## config.mk

```make
export PLATFORM = sky130hd
export DESIGN_NAME = gdf_driver
export DESIGN_NICKNAME = d
export VERILOG_FILES = /design/src/inc/gdf_pkg.sv /design/src/rtl/gdf_driver.sv /design/src/rtl/gdf_channel.sv
export SDC_FILE = /design/constraint.sdc
export NUM_CORES = 1
export LEC_CHECK = 0
export BUFFER_PORTS_ARGS = -buffer_cell sky130_fd_sc_hd__buf_2
export CAP_MARGIN = 20
export CORE_MARGIN = 4
export CORE_UTILIZATION = 30
export DETAILED_ROUTE_END_ITERATION = 8
export PLACE_DENSITY = 0.52
export SYNTH_ARGS = -nofsm -noshare
export SYNTH_HDL_FRONTEND = slang
export SYNTH_SLANG_ARGS = --single-unit
export TNS_END_PERCENT = 20
```

## constraint.sdc

```tcl
create_clock -name i_clk_sys -period 3.6 [get_ports i_clk_sys]
set_input_delay 0.18 -clock i_clk_sys [delete_from_list [all_inputs] [get_ports i_clk_sys]]
set_output_delay 0.18 -clock i_clk_sys [all_outputs]
set_load 0.03 [all_outputs]
```

## src/inc/gdf_pkg.sv

```systemverilog
package gdf_pkg;

    localparam int unsigned CLK_HZ         = 25_000_000;
    localparam int unsigned NUM_CH         = 2;

    // Durations as printed
    localparam int unsigned ACK_PULSE_NS   = 1000;
    localparam int unsigned BLOCK_MS       = 1000;
    localparam int unsigned FAIL_SHOW_MS   = 12;
    localparam int unsigned XOFF_DELAY_MS  = 8;
    localparam int unsigned XOFF_HOLD_MS   = 4;
    localparam int unsigned POWERUP_MS     = 8;
    localparam int unsigned ERR_CLEAR_US   = 3500;
    localparam int unsigned RESP_TIME_NS   = 4000;

    // Cycle counts derived from the clock rate
    localparam int unsigned ACK_PULSE_CYC  =
        (ACK_PULSE_NS * (CLK_HZ / 1_000_000)) / 1000;
    localparam int unsigned RESP_TIME_CYC  =
        (RESP_TIME_NS * (CLK_HZ / 1_000_000)) / 1000;
    localparam int unsigned BLOCK_CYC      = BLOCK_MS * (CLK_HZ / 1000);
    localparam int unsigned FAIL_SHOW_CYC  = FAIL_SHOW_MS * (CLK_HZ / 1000);
    localparam int unsigned XOFF_DELAY_CYC = XOFF_DELAY_MS * (CLK_HZ / 1000);
    localparam int unsigned XOFF_HOLD_CYC  = XOFF_HOLD_MS * (CLK_HZ / 1000);
    localparam int unsigned POWERUP_CYC    = POWERUP_MS * (CLK_HZ / 1000);
    localparam int unsigned ERR_CLEAR_CYC  = ERR_CLEAR_US * (CLK_HZ / 1_000_000);

    localparam int unsigned CNT_W          = 25;
    localparam int unsigned ACK_W          = 8;

    typedef enum logic [1:0] {
        GDF_RUN,
        GDF_BLOCK,
        GDF_STORED
    } gdf_state_e;

    typedef struct packed {
        logic desat;
        logic uvlo;
    } gdf_det_s;

endpackage

```

## src/rtl/gdf_driver.sv

```systemverilog
`timescale 1ns/10ps
module gdf_driver
    import gdf_pkg::*;
#(
    parameter int unsigned BLOCK_N   = BLOCK_CYC,
    parameter int unsigned FAIL_N    = FAIL_SHOW_CYC,
    parameter int unsigned CLEAR_N   = ERR_CLEAR_CYC,
    parameter int unsigned XDELAY_N  = XOFF_DELAY_CYC,
    parameter int unsigned XHOLD_N   = XOFF_HOLD_CYC,
    parameter int unsigned POWERUP_N = POWERUP_CYC
)
(
    // Clock and reset
    input  wire logic     i_clk_sys,
    input  wire logic     i_rst,
    // Optical drive inputs, high means light on
    input  wire logic     i_first_optical_drive_input,
    input  wire logic     i_second_optical_drive_input,
    // Fault detectors per channel
    input  wire gdf_det_s i_det_a,
    input  wire gdf_det_s i_det_b,
    // Gate commands, high on, low means negative gate drive
    output logic          o_gate_a,
    output logic          o_gate_b,
    // Optical status outputs, high means light on
    output logic          o_status_a,
    output logic          o_status_b
);
    logic [NUM_CH-1:0]      drive;
    logic [NUM_CH-1:0]      drive_q_r;
    logic [NUM_CH-1:0]      edge_det;
    logic [NUM_CH-1:0]      gate;
    logic [NUM_CH-1:0]      fail_show;
    logic [NUM_CH-1:0]      stored;
    logic [NUM_CH-1:0]      blocked;
    logic [NUM_CH-1:0]      force_off_r;
    logic [NUM_CH-1:0]      status_nxt;
    logic [NUM_CH-1:0]      status_r;
    logic [ACK_W-1:0]       ack_cnt_r [NUM_CH];
    logic [CNT_W-1:0]       x_cnt_r   [NUM_CH];
    logic [NUM_CH-1:0]      x_hold_r;
    logic [CNT_W-1:0]       pwr_cnt_r;
    gdf_det_s               det [NUM_CH];

    // Direct mode: each input drives its own channel
    assign drive    = {i_second_optical_drive_input,
                       i_first_optical_drive_input};
    assign det[0]   = i_det_a;
    assign det[1]   = i_det_b;
    assign edge_det = drive ^ drive_q_r;

    always_ff @(posedge i_clk_sys)
    begin
        if (i_rst)
            drive_q_r <= '0;
        else
            drive_q_r <= drive;
    end

    // Power-up failure indication
    always_ff @(posedge i_clk_sys)
    begin
        if (i_rst)
            pwr_cnt_r <= CNT_W'(POWERUP_N);
        else if (pwr_cnt_r != '0)
            pwr_cnt_r <= pwr_cnt_r - 1'b1;
    end

    generate
        for (genvar c = 0; c < NUM_CH; c++)
        begin : g_ch
            localparam int O = 1 - c;

            gdf_channel #(
                .BLOCK_N (BLOCK_N),
                .FAIL_N  (FAIL_N),
                .CLEAR_N (CLEAR_N)
            ) u_ch (
                .i_clk_sys    (i_clk_sys),
                .i_rst        (i_rst),
                .i_drive      (drive[c]),
                .i_drive_edge (edge_det[c]),
                .i_det        (det[c]),
                .i_force_off  (force_off_r[c]),
                .o_gate_on    (gate[c]),
                .o_fail_show  (fail_show[c]),
                .o_stored     (stored[c]),
                .o_blocked    (blocked[c])
            );

            // Edge acknowledge pulse, ignored while the channel is blocked
            always_ff @(posedge i_clk_sys)
            begin
                if (i_rst)
                    ack_cnt_r[c] <= '0;
                else if (edge_det[c] && !blocked[c])
                    ack_cnt_r[c] <= ACK_W'(ACK_PULSE_CYC);
                else if (ack_cnt_r[c] != '0)
                    ack_cnt_r[c] <= ack_cnt_r[c] - 1'b1;
            end

            // Cross-channel shutdown: delay after the faulted edge, then hold
            always_ff @(posedge i_clk_sys)
            begin
                if (i_rst)
                begin
                    x_cnt_r[c]     <= '0;
                    x_hold_r[c]    <= 1'b0;
                    force_off_r[c] <= 1'b0;
                end
                else if (blocked[O] && !stored[O] && edge_det[O]
                         && x_cnt_r[c] == '0)
                begin
                    x_cnt_r[c]  <= CNT_W'(XDELAY_N);
                    x_hold_r[c] <= 1'b0;
                end
                else if (x_cnt_r[c] == CNT_W'(1) && !x_hold_r[c])
                begin
                    force_off_r[c] <= 1'b1;
                    x_hold_r[c]    <= 1'b1;
                    x_cnt_r[c]     <= CNT_W'(XHOLD_N);
                end
                else if (x_cnt_r[c] == CNT_W'(1) && x_hold_r[c])
                begin
                    force_off_r[c] <= 1'b0;
                    x_hold_r[c]    <= 1'b0;
                    x_cnt_r[c]     <= '0;
                end
                else if (x_cnt_r[c] != '0)
                    x_cnt_r[c] <= x_cnt_r[c] - 1'b1;
            end

            // Light off while a stored failure is shown, on undervoltage, ack pulse or power-up time
            assign status_nxt[c] = !(fail_show[c] || ack_cnt_r[c] != '0
                                     || pwr_cnt_r != '0
                                     || det[c].uvlo);
        end
    endgenerate

    always_ff @(posedge i_clk_sys)
    begin
        if (i_rst)
            status_r <= '0;
        else
            status_r <= status_nxt;
    end

    // Gate from channel flop, re-registered for clean top outputs
    always_ff @(posedge i_clk_sys)
    begin
        if (i_rst)
        begin
            o_gate_a <= 1'b0;
            o_gate_b <= 1'b0;
        end
        else
        begin
            o_gate_a <= gate[0] && !force_off_r[0];
            o_gate_b <= gate[1] && !force_off_r[1];
        end
    end

    assign o_status_a = status_r[0];
    assign o_status_b = status_r[1];
endmodule

```

## src/rtl/gdf_channel.sv

```systemverilog
`timescale 1ns/10ps
module gdf_channel
    import gdf_pkg::*;
#(
    parameter int unsigned BLOCK_N = BLOCK_CYC,
    parameter int unsigned FAIL_N  = FAIL_SHOW_CYC,
    parameter int unsigned CLEAR_N = ERR_CLEAR_CYC
)
(
    // Clock and reset
    input  wire logic     i_clk_sys,
    input  wire logic     i_rst,
    // Drive and detectors
    input  wire logic     i_drive,
    input  wire logic     i_drive_edge,
    input  wire gdf_det_s i_det,
    input  wire logic     i_force_off,
    // Results
    output logic          o_gate_on,
    output logic          o_fail_show,
    output logic          o_stored,
    output logic          o_blocked
);
    gdf_state_e             state_r;
    logic [CNT_W-1:0]       blk_cnt_r;
    logic [CNT_W-1:0]       clr_cnt_r;
    logic [CNT_W-1:0]       show_cnt_r;
    logic [ACK_W-1:0]       resp_cnt_r;
    logic                   fault_now;
    logic                   desat_q;

    // Saturation check is blanked until the response time after turn-on
    assign desat_q   = i_det.desat && (resp_cnt_r == '0) && o_gate_on;
    assign fault_now = desat_q || i_det.uvlo;

    always_ff @(posedge i_clk_sys)
    begin
        if (i_rst)
            resp_cnt_r <= '0;
        else if (!o_gate_on && i_drive && state_r == GDF_RUN)
            resp_cnt_r <= ACK_W'(RESP_TIME_CYC);
        else if (resp_cnt_r != '0)
            resp_cnt_r <= resp_cnt_r - 1'b1;
    end

    // Fault sequencing: block, then store on next drive edge
    always_ff @(posedge i_clk_sys)
    begin
        if (i_rst)
        begin
            state_r   <= GDF_RUN;
            blk_cnt_r <= '0;
            clr_cnt_r <= '0;
        end
        else
        begin
            if (blk_cnt_r != '0)
                blk_cnt_r <= blk_cnt_r - 1'b1;
            if (clr_cnt_r != '0)
                clr_cnt_r <= clr_cnt_r - 1'b1;
            case (state_r)
                GDF_RUN:
                begin
                    if (fault_now)
                    begin
                        state_r   <= GDF_BLOCK;
                        blk_cnt_r <= CNT_W'(BLOCK_N);
                    end
                end
                GDF_BLOCK:
                begin
                    if (i_drive_edge)
                    begin
                        state_r   <= GDF_STORED;
                        clr_cnt_r <= CNT_W'(CLEAR_N);
                    end
                    else if (blk_cnt_r == '0 && !i_det.uvlo)
                        state_r <= GDF_RUN;
                end
                GDF_STORED:
                begin
                    if (clr_cnt_r == '0 && blk_cnt_r == '0 && !i_det.uvlo)
                        state_r <= GDF_RUN;
                end
                default:
                    state_r <= GDF_RUN;
            endcase
        end
    end

    // Failure shown for a fixed time from the storing edge
    always_ff @(posedge i_clk_sys)
    begin
        if (i_rst)
            show_cnt_r <= '0;
        else if (state_r == GDF_BLOCK && i_drive_edge)
            show_cnt_r <= CNT_W'(FAIL_N);
        else if (show_cnt_r != '0)
            show_cnt_r <= show_cnt_r - 1'b1;
    end

    // Gate follows drive only when running and not forced off
    always_ff @(posedge i_clk_sys)
    begin
        if (i_rst)
            o_gate_on <= 1'b0;
        else
            o_gate_on <= i_drive && state_r == GDF_RUN && !fault_now
                         && !i_force_off;
    end

    assign o_fail_show = (show_cnt_r != '0);
    assign o_stored    = (state_r == GDF_STORED);
    assign o_blocked   = (state_r != GDF_RUN);
endmodule

```

# --- Word-level counts from Yosys, hierarchy flattened ---
# Memories as Yosys holds them, arrays and structs flattened.
# Index checks and enable logic that the tools add are counted.
# W data, S select, Z words.
classes:
  n_eq_ne: 12
  reduce_logical: 101
  mux: 98
  n_addsub: 13
  n_bitwise: 15
op_table:
  columns: ["cell", "n"]
  rows:
  - ["$mux W25", 20]
  - ["$reduce_bool A25 Y1", 9]
  - ["$sub A25 B1 Y25 const B", 9]
  - ["$logic_not A25 Y1", 6]
  - ["$mux W19", 4]
  - ["$mux W1", 56]
  - ["$eq A25 B1 Y1 const B", 2]
  - ["$logic_and A1 B1 Y1", 36]
  - ["$mux W8", 4]
  - ["$reduce_bool A8 Y1", 4]
  - ["$sub A8 B1 Y8 const B", 4]
  - ["$mux W7", 4]
  - ["$logic_not A1 Y1", 16]
  - ["$logic_not A8 Y1", 2]
  - ["$mux W2", 8]
  - ["$reduce_bool A2 Y1", 8]
  - ["$or A1 B1 Y1", 12]
  - ["$pmux W2 S3", 2]
  - ["$reduce_or A2 Y1", 6]
  - ["$logic_or A1 B1 Y1", 8]
  - ["$ne A3 B2 Y1 const B", 2]
  - ["$reduce_and A3 Y1", 2]
  - ["$eq A2 B1 Y1 const B", 2]
  - ["$eq A2 B2 Y1 const B", 2]
  - ["6 further kinds", 11]
word_totals:
  ram_bits: 66
  inputBits: 8
  wordCells: 266
  n_memories: 2
  ff_bits: 207
memory_table:
  columns: ["name", "depth", "width", "rd", "rd_clocked_by_memory_dff", "wr", "line_no", "text"]
  rows:
  - ["x_cnt_r", 2, 25, 2, 0, 2, "gdf_driver.sv:40", "logic [CNT_W-1:0] x_cnt_r [NUM_CH];"]
  - ["ack_cnt_r", 2, 8, 2, 0, 2, "gdf_driver.sv:39", "logic [ACK_W-1:0] ack_cnt_r [NUM_CH];"]

# --- Depth between registers and ports, before layout ---
# Gate-level depths: netlist of run 1.
depth:
  depth_word: 12
  ltp_mapped: 9
  mapped_depth_nobuf: 7

# --- Cells and area by module ---
# Synthesis of run 1 repeated with hierarchy kept, for this count alone.
unflattened:
  hier_cells: 1545
  area_unflattened_um2: 13909.6
by_module_without_submodules:
  columns: ["module", "n_inst", "cells_per_inst", "area_per_inst_um2"]
  rows:
  - ["gdf_driver", 1, 553, 5426.5]
  - ["gdf_channel at g_ch[0].u_ch", 1, 502, 4282.9]
  - ["gdf_channel at g_ch[1].u_ch", 1, 490, 4200.3]

# --- Worst setup path after synthesis of run 1 ---
# No wires, ideal clock.
synth_path:
  path_type: "register to register"
  startpoint: "memory x_cnt_r[1][18]"
  endpoint: "memory x_cnt_r[1][0], enable pin"
  path_buffers: 2
  t_arrival_ps: 2856
  slack_ps: 442
  synth_period_minus_slack_ps: 3158
  path_stages_with_launch: 8
  path_cell_list: "edfxtp_1 > or4_1 > or3_1 > buf_2 > or4_4 > buf_6 > nand2b_4 > or4b_4"
synth_rtl:
  columns: ["item", "line_no"]
  rows:
  - ["start, declared", "gdf_driver.sv:40"]

==> metrics.md, run 1 <==
| Metric | Value |
|---|---|
| Mux share of post-synthesis cell area | `1.156%` |
| Final Setup Violations | `0` |
| CTS clk-pin slew, worst paths | `0.06 ns` |
| CTS Sinks | `273` |
| Clock tree buffer depth | `3` |
| Post-synth cell types | `63` |
| Reg power frac | `33.9%` |
| Outcome | `finished, final reports clean` |
| Largest family of logic cells by synthesized area | `simple AND/OR/NAND/NOR gates` |
| Number of core rows | `77` |
| Share of the synthesized area in compound gates (AO/OA/AOI/OAI) | `13.46%` |
| Detailed-route DRC error count | `0` |
| Synth Area in Simple Gates | `26.16%` |
| Highest clock rate | `302.4 MHz` |
| CP Max Fanout | `25` |
| Worst-Skew Late Latency | `0.52 ns` |
| CP Launch Type | `register` |
| Initial Utilization | `30.58%` |
| Net switching power | `0.006097 W` |
| Num ports | `12` |
| Dominant cells by area after synthesis | `dfxtp_1, edfxtp_1, xnor2_1, nor2_1, xor2_1` |
| Clock Tree Root | `clkbuf_16` |
| Via count | `11,070` |
| Worst-case clock skew | `0.009257 ns` |
| Post-detailed-route count of antenna-violating nets | `0` |
| Seq/Total Area, Yosys | `44.91%` |
| Delay-heaviest family, CP | `simple AND/OR/NAND/NOR gates` |
| Adder-Cell Fraction of Synth Area | `2.110%` |
| MaxCap Viol Count | `0` |
| Fin Setup TNS | `0 ns` |
| Core area | `44,610 sq um` |
| Pre-antenna DRT Iters | `5` |
| Post-synthesis register bit count | `273` |
| Area growth syn-to-layout | `14.45%` |
| WL met3 | `1022 um` |
| Vias per cell | `5.162` |
| Resized cells post-CTS | `0` |
| Unrepaired setup endpoints after global routing | `false` |
| Net Sw Frac | `40.12%` |
| First-pass GRT wire length | `51,140 um` |
| WP data required | `3.81 ns` |
| Gr ovfl total | `0` |
| Ys Warns | `0` |
| Slowest Stage Delay on Critical Path | `0.74 ns` |
| Logic pwr share | `43.2%` |
| Max IR drop VDD | `0.0003919 V` |
| Worst-margin pin slew | `0.8638 ns` |
| Clk pwr share | `22.8%` |
| Share of layout cells above drive strength 1 | `6.959%` |
| Leak | `5.587 nW` |
| Die ar. | `48,940 sq um` |
| Largest net degree at the start of global routing | `124` |
| Inst Count DP | `2,081` |
| Post-Synth XOR/XNOR Area | `9.439%` |
| Hold Slack | `0.04775 ns` |
| Class of the tightest hold or removal check | `in2reg` |
| Gpl congestion | `0.7673` |
| Pint | `0.009099 W` |
| CTS tree | `built` |
| Met2 WL post-DR | `13,560 um` |
| Max Slew Vio Count | `0` |
| Asr flop ratio synth | `0%` |
| Overall routing resource usage | `11.92%` |
| Gate Count Post-Synth | `1,511` |
| Slew HR | `41.88%` |
| Fin. Hold Viols | `0` |
| NumNets Final | `1,559` |
| Synth area leader | `dfxtp_1` |
| WL per Instance | `13.99 um` |
| Metal-1 WL | `14,840 um` |
| Number of DRC markers in iteration 0 | `712` |
| Diodes inserted | `0` |
| Bufs and invs on worst path | `0` |
| DPL Wire Length | `19,300 um` |
| Initial antenna violation count | `0` |
| Vias in the first global route | `10,630` |
| Post-Layout Cell Count | `2,144` |
| Synth Flop Type | `dfxtp_1` |
| Drt total wl | `30,000 um` |
| Power Dens Cells | `973.4 nW/um^2` |
| PortBufs | `11` |
| Final Cycle Share | `91.86%` |
| Post-synth EDFFs | `66` |
| Synthesized area | `13,640 sq um` |
| Critical path arrival | `3.52 ns` |
| Util after Layout | `35.00%` |
| Chip width | `221.2 um` |
| Die Y | `221.2 um` |
| Crit path kind | `reg2reg` |
| Period minus WS final | `3.307 ns` |
| Critical path, cell by cell | `or4_1 > or3_1 > or4_4 > nand2b_4 > or4b_4` |
| Uppermost routed layer | `met4` |
| Post-Syn Area per Cell | `9.028 sq um` |
| Crit path max-delay cell type | `or4b_4` |
| H-tree depth | `2` |
| Synth Net Count | `1,542` |
| Worst Setup End Kind | `register` |
| Post-synth top area share | `30.38%` |
| Total CTS buffers | `34` |
-- layout make-up --
cell class / count / area [sq um]
fill: 4518 / 29000
multi-input combinational: 1141 / 7147
sequential: 273 / 6126
clock buffer: 55 / 1095
tap: 592 / 740.7
timing repair buffer: 40 / 307.8
inverter: 38 / 142.6
clock inverter: 5 / 52.55
-- through the flow --
step	power (W)	cell area (sq um)	setup WS, ns
after global routing	0.01651	15610	0.2030
after CTS	0.01536	15610	0.2833
final	0.01520	15610	0.2930
after floorplan	0.01027	13640	0.4425
after global placement	0.01165	14430	0.3443
after detailed placement	0.01174	14430	0.3110
-- synth_stat cells, drive strengths merged (3+ instances only) --
| cell | count |
|---|---|
| nand4 | 24 |
| ha | 23 |
| and4b | 4 |
| a31oi | 21 |
| nor3 | 64 |
| dfxtp | 207 |
| nor4bb | 5 |
| and3 | 3 |
| o31ai | 31 |
| nor3b | 4 |
| or4 | 63 |
| nor2b | 11 |
| nand2 | 69 |
| mux2i | 9 |
| nor2 | 182 |
| or2 | 18 |
| a21oi | 98 |
| xnor2 | 80 |
| nand3b | 8 |
| inv | 38 |
| o211ai | 17 |
| buf | 9 |
| clkbuf | 50 |
| o41ai | 8 |
| a2111oi | 8 |
| o21ai | 66 |
| nor4 | 57 |
| nand4b | 6 |
| nand3 | 40 |
| or4b | 4 |
| nand2b | 19 |
| xor2 | 67 |
| mux2 | 6 |
| or3 | 64 |
| o22ai | 13 |
| and2 | 3 |
| a211oi | 15 |
| o311ai | 4 |
| nor4b | 8 |
| edfxtp | 66 |
-- power by group through the flow --
| stage | clock network [W] | registers, W | logic, W |
|---|---|---|---|
| detailed placement | 0 | 0.00519 | 0.00655 |
| global route | 0.00370 | 0.00532 | 0.00750 |
| floorplan | 0 | 0.00499 | 0.00528 |
| finish | 0.00347 | 0.00515 | 0.00657 |
| global placement | 0 | 0.00517 | 0.00647 |
| CTS | 0.00359 | 0.00515 | 0.00662 |
-- worst reg2reg max path, cell delays in order, from the launching register on --
cell,delay (ns)
edfxtp_1,0.41
or4_1,0.54
or3_1,0.47
or4_4,0.63
nand2b_4,0.21
or4b_4,0.74
-- metal layers --
layer | vias to the layer above | GRT usage (%)
met5 | - | 0
met4 | 0 | 3.141
met3 | 40 | 2.372
met2 | 125 | 19.78
met1 | 5250 | 15.97
li1 | 5652 | -
-- sequential cells by signal, summed over array words and instances (netlist names) --
register              cells
g_ch.u_ch.blk_cnt_r      50
g_ch.u_ch.clr_cnt_r      50
g_ch.u_ch.show_cnt_r     50
x_cnt_r                  50
pwr_cnt_r                25
ack_cnt_r                16
g_ch.u_ch.resp_cnt_r     16
g_ch.u_ch.state_r         4
drive_q_r                 2
force_off_r               2
g_ch.u_ch.o_gate_on       2
status_r                  2
x_hold_r                  2
o_gate_a                  1
o_gate_b                  1
-- cells by family after synthesis --
group                    Yosys count
AND/OR/NAND/NOR                  658
multiplexers                      15
XOR/XNOR                         147
buffers and inverters             97
flip-flops                       273
AO/OA/AOI/OAI                    298
adder cells (fa/ha/maj)           23
-- layout by cell type, fill, tap and decap left out, drive strengths merged, types with 40 or more instances in the layout --
| cell | n |
|---|---|
| xor2 | 67 |
| nor4 | 57 |
| or4 | 63 |
| xnor2 | 80 |
| clkbuf | 55 |
| o21ai | 66 |
| edfxtp | 66 |
| nor3 | 64 |
| nand2 | 69 |
| a21oi | 98 |
| or3 | 64 |
| nand3 | 40 |
| dfxtp | 207 |
| nor2 | 182 |
-- final timing paths --
check        slack [ns]  cells past startpoint                      to      startpoint
max reg2reg        0.29                      5          x_cnt_r[1][23]  x_cnt_r[1][17]
min reg2reg        0.45                      1           pwr_cnt_r[24]   pwr_cnt_r[24]
min                0.05                      3  g_ch[0].u_ch.o_gate_on      i_det_a[1]
max                0.29                      5          x_cnt_r[1][23]  x_cnt_r[1][17]
-- timing repair --
action / 4_1_cts / 5_1_grt
endpoints found under the hold margin: 4 / 0
hold buffers: 3 / 0
buffers inserted: 0 / 0
Power figures use the tool's default switching activity.
==> run 2, diff against run 1 <==
ABC_AREA = 1   (was not set)
==> metrics.md, run 2 <==
| Metric | Value |
|---|---|
| Fin. Hold Viols | `0 (unchanged)` |
| Diodes inserted | `0 (unchanged)` |
| Most frequent cells in the layout | `nand2_1, nor2_1, inv_1, dfxtp_1, nand3_1 (was dfxtp_1, nor2_1, a21oi_1, xnor2_1, nand2_1)` |
| Fin Setup TNS | `0 ns (unchanged)` |
| CP Launch Type | `register (unchanged)` |
| Leak | `7.766 nW (was 5.587 nW)` |
| Max IR drop VDD | `0.0003168 V (was 0.0003919 V)` |
| MaxCap Viol Count | `0 (unchanged)` |
| Setup crit start | `x_cnt_r[1][9] (was x_cnt_r[1][17])` |
| Gpl congestion | `0.8697 (was 0.7673)` |
| Chip width | `233.8 um (was 221.2 um)` |
| NumNets Final | `2,231 (was 1,559)` |
| WL per Instance | `12.35 um (was 13.99 um)` |
| Synth area leader | `dfxtp_1 (unchanged)` |
| Post-Synth XOR/XNOR Area | `8.017% (was 9.439%)` |
| Pre-antenna DRT Iters | `5 (unchanged)` |
| First-pass GRT wire length | `61,930 um (was 51,140 um)` |
| PortBufs | `11 (unchanged)` |
| Highest clock rate | `404.5 MHz (was 302.4 MHz)` |
| Crit path kind | `reg2reg (unchanged)` |
| Seq/Total Area, Yosys | `40.05% (was 44.91%)` |
| CTS tree | `built (unchanged)` |
| Worst-case clock skew | `0.01746 ns (was 0.009257 ns)` |
| Post-synth top area share | `27.09% (was 30.38%)` |
| Number of core rows | `82 (was 77)` |
| Die ar. | `54,660 sq um (was 48,940 sq um)` |
| Synth Flop Type | `dfxtp_1 (unchanged)` |
| Reg power frac | `31.5% (was 33.9%)` |
| Num ports | `12 (unchanged)` |
| Synth cell count leaders | `nand2_1, nor2_1, inv_1, dfxtp_1, nand3_1 (was dfxtp_1, nor2_1, a21oi_1, xnor2_1, nand2_1)` |
| Adder-Cell Fraction of Synth Area | `1.882% (was 2.110%)` |
| Clk pwr share | `20.9% (was 22.8%)` |
| Unrepaired setup endpoints after global routing | `false (unchanged)` |
| Final Setup Violations | `0 (unchanged)` |
| Worst Setup End Kind | `register (unchanged)` |
| Worst-Skew Late Latency | `0.53 ns (was 0.52 ns)` |
| Clock tree buffer depth | `3 (unchanged)` |
| Via count | `13,240 (was 11,070)` |
| Detailed-route DRC error count | `0 (unchanged)` |
| Slew HR | `38.98% (was 41.88%)` |
| Vias per cell | `4.568 (was 5.162)` |
| Core area | `50,270 sq um (was 44,610 sq um)` |
| Mux share of post-synthesis cell area | `0% (was 1.156%)` |
| Dominant cells by area after synthesis | `dfxtp_1, edfxtp_1, nand2_1, nor2_1, inv_1 (was dfxtp_1, edfxtp_1, xnor2_1, nor2_1, xor2_1)` |
| FF-to-FF path depth | `8 (was 5)` |
| Post-synth EDFFs | `66 (unchanged)` |
| Gate Count Post-Synth | `2,177 (was 1,511)` |
| Power Dens Cells | `925.3 nW/um^2 (was 973.4 nW/um^2)` |
| Post-CTS Setup Repair Bufs | `0 (unchanged)` |
| Largest net degree at the start of global routing | `47 (was 124)` |
| Pint | `0.008872 W (was 0.009099 W)` |
| Synth Area in Simple Gates | `36.60% (was 26.16%)` |
| Logic pwr share | `47.6% (was 43.2%)` |
| WP data required | `3.81 ns (about the same)` |
| DPL Wire Length | `26,040 um (was 19,300 um)` |
| Reg-to-reg endpoint | `x_cnt_r[1][9] (was x_cnt_r[1][23])` |
| Outcome | `finished, final reports clean (unchanged)` |
| Net switching power | `0.007026 W (was 0.006097 W)` |
| Critical path arrival | `2.69 ns (was 3.52 ns)` |
| CTS clk-pin slew, worst paths | `0.05 ns (was 0.06 ns)` |
| Period minus WS final | `2.472 ns (was 3.307 ns)` |
| Overall routing resource usage | `13.34% (was 11.92%)` |
| Final Cycle Share | `68.67% (was 91.86%)` |
| Gr ovfl total | `0 (unchanged)` |
| Start of the worst register-to-register path | `x_cnt_r[1][9] (was x_cnt_r[1][17])` |
| Share of layout cells above drive strength 1 | `7.547% (was 6.959%)` |
| Synthesized area | `15,290 sq um (was 13,640 sq um)` |
| Cell with the most instances after synthesis | `nand2_1 (was dfxtp_1)` |
| Post-synth cell types | `48 (was 63)` |
| Total Power | `0.01590 W (was 0.01520 W)` |
| Drt total wl | `35,790 um (was 30,000 um)` |
| Ys Warns | `0 (unchanged)` |
| FF-to-FF setup slack | `1.13 ns (was 0.29 ns)` |
| Worst setup path end | `x_cnt_r[1][9] (was x_cnt_r[1][23])` |
| Synth Net Count | `2,208 (was 1,542)` |
| CP Max Fanout | `13 (was 25)` |
| Post-detailed-route count of antenna-violating nets | `0 (unchanged)` |
| Vias in the first global route | `12,890 (was 10,630)` |
| Asr flop ratio synth | `0% (unchanged)` |
| H-tree depth | `2 (unchanged)` |
| Post-Syn Area per Cell | `7.026 sq um (was 9.028 sq um)` |
| Post-synthesis register bit count | `273 (unchanged)` |
| Total CTS buffers | `35 (was 34)` |
| Class of the tightest hold or removal check | `in2reg (unchanged)` |
| CTS Sinks | `273 (unchanged)` |
| Share of the synthesized area in compound gates (AO/OA/AOI/OAI) | `6.495% (was 13.46%)` |
| Clock Tree Root | `clkbuf_16 (unchanged)` |
| Net Sw Frac | `44.20% (was 40.12%)` |
| Initial antenna violation count | `0 (unchanged)` |
| Commonest non-fill, non-tap cell in the layout | `nand2_1 (was dfxtp_1)` |
| Number of DRC markers in iteration 0 | `774 (was 712)` |
| Largest family of logic cells by synthesized area | `simple AND/OR/NAND/NOR gates (unchanged)` |
| Max Slew Vio Count | `0 (unchanged)` |
| Initial Utilization | `30.42% (was 30.58%)` |
| Worst-margin pin slew | `0.9126 ns (was 0.8638 ns)` |
| Die Y | `233.8 um (was 221.2 um)` |
| Area growth syn-to-layout | `12.34% (was 14.45%)` |
-- run 2: metrics by stage --
step	setup slack, ns	hold WS [ns]	std cells	util [%]	cell area (sq um)
6_report	1.128	0.02375	2898	34.18	17180
2_1_floorplan	1.428	0.2975	2177	-	15290
3_3_place_gp	1.168	0.4427	2832	31.96	16070
5_1_grt	0.9222	0.03448	2898	34.18	17180
4_1_cts	1.087	0.003899	2898	34.18	17180
3_5_place_dp	1.097	0.4469	2832	31.96	16070
-- run 2: what timing repair did --
item                                   4_1_cts  5_1_grt
resized for setup                            0        0
endpoints found under the hold margin        3        0
hold buffers                                 3        0
-- run 2: cells by family (layout without fill, tap and decap cells) --
| group | after synthesis | count (layout) |
|---|---|---|
| AO/OA/AOI/OAI | 187 | 187 |
| adder cells (fa/ha/maj) | 23 | 23 |
| XOR/XNOR | 140 | 140 |
| AND/OR/NAND/NOR | 1282 | 1282 |
| flip-flops | 273 | 273 |
| buffers and inverters | 272 | 321 |
-- run 2: power groups by stage --
stage / Combinational [W] / Clock [W] / Sequential, W
after global placement: 0.00750 / 0 / 0.00505
after global routing: 0.00881 / 0.00357 / 0.00515
final: 0.00756 / 0.00332 / 0.00501
after CTS: 0.00760 / 0.00346 / 0.00501
after detailed placement: 0.00755 / 0 / 0.00506
after floorplan: 0.00621 / 0 / 0.00485
-- run 2: area by class of cell --
type / instances / area (sq um)
clock inverter: 10 / 92.59
clock buffer: 53 / 993.5
sequential: 273 / 6126
tap: 672 / 840.8
timing repair buffer: 20 / 130.1
inverter: 238 / 893.4
fill: 5427 / 33090
multi-input combinational: 1632 / 8105
-- run 2: worst max-delay path, cell delays in order, from the launching register on --
cell and delay (ns):
edfxtp_1 0.41, nor2_1 0.24, nand2_1 0.13, nor2_4 0.18, nand2_1 0.11, nor2_4 0.22, nor2_2 0.12, nand2_1 0.44
buf_4 0.31
-- run 2: routing by layer --
| layer | vias to the layer above | share of wire, % | track usage [%] |
|---|---|---|---|
| li1 | 6985 | - | - |
| met1 | 6048 | 50 | 18.40 |
| met2 | 156 | 45 | 21.83 |
| met3 | 48 | 3.4 | 1.968 |
| met4 | 0 | 1.9 | 3.695 |
| met5 | - | 0 | 0 |
-- run 2: worst min path at each step --
stage                                      end                         from  slack [ns]  depth (start not counted)
finish              g_ch[0].u_ch.clr_cnt_r[22]                        i_rst        0.02                          2
global route        g_ch[0].u_ch.clr_cnt_r[22]                        i_rst        0.03                          2
floorplan                         drive_q_r[0]  i_first_optical_drive_input        0.30                          2
CTS                 g_ch[0].u_ch.clr_cnt_r[22]                        i_rst       0.004                          2
detailed placement               pwr_cnt_r[24]                pwr_cnt_r[24]        0.45                          2
global placement                 pwr_cnt_r[24]                pwr_cnt_r[24]        0.44                          2
==> run 3, diff against run 2 <==
clock period = 2.3 ns   (was 3.6 ns; I/O delays follow)
==> metrics.md, run 3 (synthesized netlist as in run 2, its figures left out) <==
| Metric | Value |
|---|---|
| Gpl congestion | `0.8606 (was 0.8697)` |
| Highest clock rate | `489.3 MHz (was 404.5 MHz)` |
| Number of core rows | `82 (unchanged)` |
| Detailed-route DRC error count | `0 (unchanged)` |
| Die ar. | `54,660 sq um (unchanged)` |
| Worst-case clock skew | `0.01062 ns (was 0.01746 ns)` |
| PortBufs | `11 (unchanged)` |
| Slew HR | `56.95% (was 38.98%)` |
| Met2 WL post-DR | `16,060 um (about the same)` |
| Vias per cell | `4.564 (was 4.568)` |
| Clock tree buffer depth | `3 (unchanged)` |
| Final Cycle Share | `88.85% (was 68.67%)` |
| Worst Setup End Kind | `register (unchanged)` |
| Delay-heaviest family, CP | `simple AND/OR/NAND/NOR gates (unchanged)` |
| CP Max Fanout | `20 (was 13)` |
| Final Setup Violations | `0 (unchanged)` |
| CTS clk-pin slew, worst paths | `0.05 ns (about the same)` |
| CP most frequent cell | `nand3_4 (was nand2_1)` |
| NumNets Final | `2,245 (was 2,231)` |
| Bufs and invs on worst path | `1 (unchanged)` |
| Vias in the first global route | `13,060 (was 12,890)` |
| Outcome | `finished, final reports clean (unchanged)` |
| Slowest Stage Delay on Critical Path | `0.44 ns (about the same)` |
| Clock Tree Root | `clkbuf_16 (unchanged)` |
| Power Dens Cells | `1444 nW/um^2 (was 925.3 nW/um^2)` |
| WP data required | `2.57 ns (was 3.81 ns)` |
| Diodes inserted | `0 (unchanged)` |
| Total Power | `0.02510 W (was 0.01590 W)` |
| CP Launch Type | `register (unchanged)` |
| Overall routing resource usage | `13.31% (was 13.34%)` |
| Resized cells post-CTS | `0 (unchanged)` |
| Most frequent cells in the layout | `nand2_1, nor2_1, inv_1, dfxtp_1, nand3_1 (unchanged)` |
| First-pass GRT wire length | `61,820 um (was 61,930 um)` |
| Class of the tightest hold or removal check | `in2reg (unchanged)` |
| Largest net degree at the start of global routing | `42 (was 47)` |
| Uppermost routed layer | `met4 (unchanged)` |
| DPL Wire Length | `26,210 um (was 26,040 um)` |
| Gr ovfl total | `0 (unchanged)` |
| WL per Instance | `12.31 um (was 12.35 um)` |
| Worst-margin pin slew | `0.6449 ns (was 0.9126 ns)` |
| Commonest non-fill, non-tap cell in the layout | `nand2_1 (unchanged)` |
| Period minus WS final | `2.044 ns (was 2.472 ns)` |
| Total CTS buffers | `34 (was 35)` |
| MaxCap Viol Count | `0 (unchanged)` |
| Worst-Skew Late Latency | `0.52 ns (was 0.53 ns)` |
| Chip width | `233.8 um (unchanged)` |
| Max Slew Vio Count | `0 (unchanged)` |
| Post-detailed-route count of antenna-violating nets | `0 (unchanged)` |
| Initial Utilization | `30.42% (unchanged)` |
| Fin. Hold Viols | `0 (unchanged)` |
| Number of DRC markers in iteration 0 | `794 (was 774)` |
| CTS Sinks | `273 (unchanged)` |
| Drt total wl | `35,840 um (was 35,790 um)` |
| Critical path, cell by cell | `inv_1 > ha_1 > nand2_1 > nor2_2 > nand3_4 > nand3_2 > nand3_4 > a21oi_1 (was nor2_1 > nand2_1 > nor2_4 > nand2_1 > nor2_4 > nor2_2 > nand2_1 > buf_4)` |
| Critical path arrival | `2.31 ns (was 2.69 ns)` |
| Core area | `50,270 sq um (unchanged)` |
| Die Y | `233.8 um (unchanged)` |
| Crit path max-delay cell type | `edfxtp_1 (was nand2_1)` |
| Num ports | `12 (unchanged)` |
| Via count | `13,290 (was 13,240)` |
| Area growth syn-to-layout | `13.61% (was 12.34%)` |
| H-tree depth | `2 (unchanged)` |
| Metal-1 WL | `17,680 um (was 17,820 um)` |
| WL met3 | `1344 um (was 1215 um)` |
| Share of layout cells above drive strength 1 | `8.084% (was 7.547%)` |
| Max IR drop VDD | `0.0004667 V (was 0.0003168 V)` |
| Unrepaired setup endpoints after global routing | `false (unchanged)` |
| CTS tree | `built (unchanged)` |
| Initial antenna violation count | `0 (unchanged)` |
| Fin Setup TNS | `0 ns (unchanged)` |
| Crit path kind | `reg2reg (unchanged)` |
| Pre-antenna DRT Iters | `5 (unchanged)` |
| Leak | `7.871 nW (was 7.766 nW)` |
==> run 3: report_power, final <==
part | total (W) | internal (W) | switching (W)
clock | 0.00535 | 0.00331 | 0.00203
sequential | 0.00784 | 0.00654 | 0.00130
combinational | 0.0119 | 0.00432 | 0.00759
total | 0.0251 | 0.0142 | 0.0109
==> run 3: what timing repair did <==
action                    4_1_cts  5_1_grt
hold buffers                    3        0
hold endpoints to repair        5        0
setup buffers                   0        0
==> run 3: path summary, 6_finish.rpt <==
kind / start / endpoint / slack (ns) / depth (start not counted)
setup / recovery: x_cnt_r[1][0] / x_cnt_r[1][17] / 0.26 / 8
hold / removal: i_det_a[1] / g_ch[0].u_ch.o_gate_on / 0.05 / 4
setup reg to reg: x_cnt_r[1][0] / x_cnt_r[1][17] / 0.26 / 8
hold reg to reg: g_ch[1].u_ch.o_gate_on / o_gate_b / 0.46 / 2
==> run 3: final cells by class <==
cell class              count  area (sq um)
fillers                  5334         32900
multi-input cells        1632          8105
flip-flops and latches    273          6126
clock buffers              56          1079
inverters                 238         893.4
well taps                 672         840.8
repair buffers             35         280.3
clock inverters             5         52.55
==> run 3: metal layers <==
layer / vias to the layer above / GRT usage, %
met1: 6043 / 18.14
met5: - / 0
met4: 0 / 3.918
met2: 186 / 21.97
met3: 47 / 1.895
li1: 7010 / -
==> run 3: worst reg2reg max path, cell delays in order, from the launching register on <==
cell and delay, ns:
edfxtp_1 0.44, inv_1 0.10, ha_1 0.21, nand2_1 0.08
nor2_2 0.06, nand3_4 0.13, nand3_2 0.40, nand3_4 0.26
a21oi_1 0.10
==> run 3: stage by stage <==
step                      setup slack [ns]  instance area [sq um]  std cells  util [%]  hold WS (ns)
after global placement              0.2838                  16220       2847     32.25        0.3842
final                               0.2565                  17380       2911     34.56       0.05206
after detailed placement            0.2778                  16220       2847     32.25        0.3885
after CTS                           0.2484                  17380       2911     34.56       0.03587
after global routing               0.02225                  17380       2911     34.56       0.08303
after floorplan                     0.1275                  15290       2177         -        0.2325
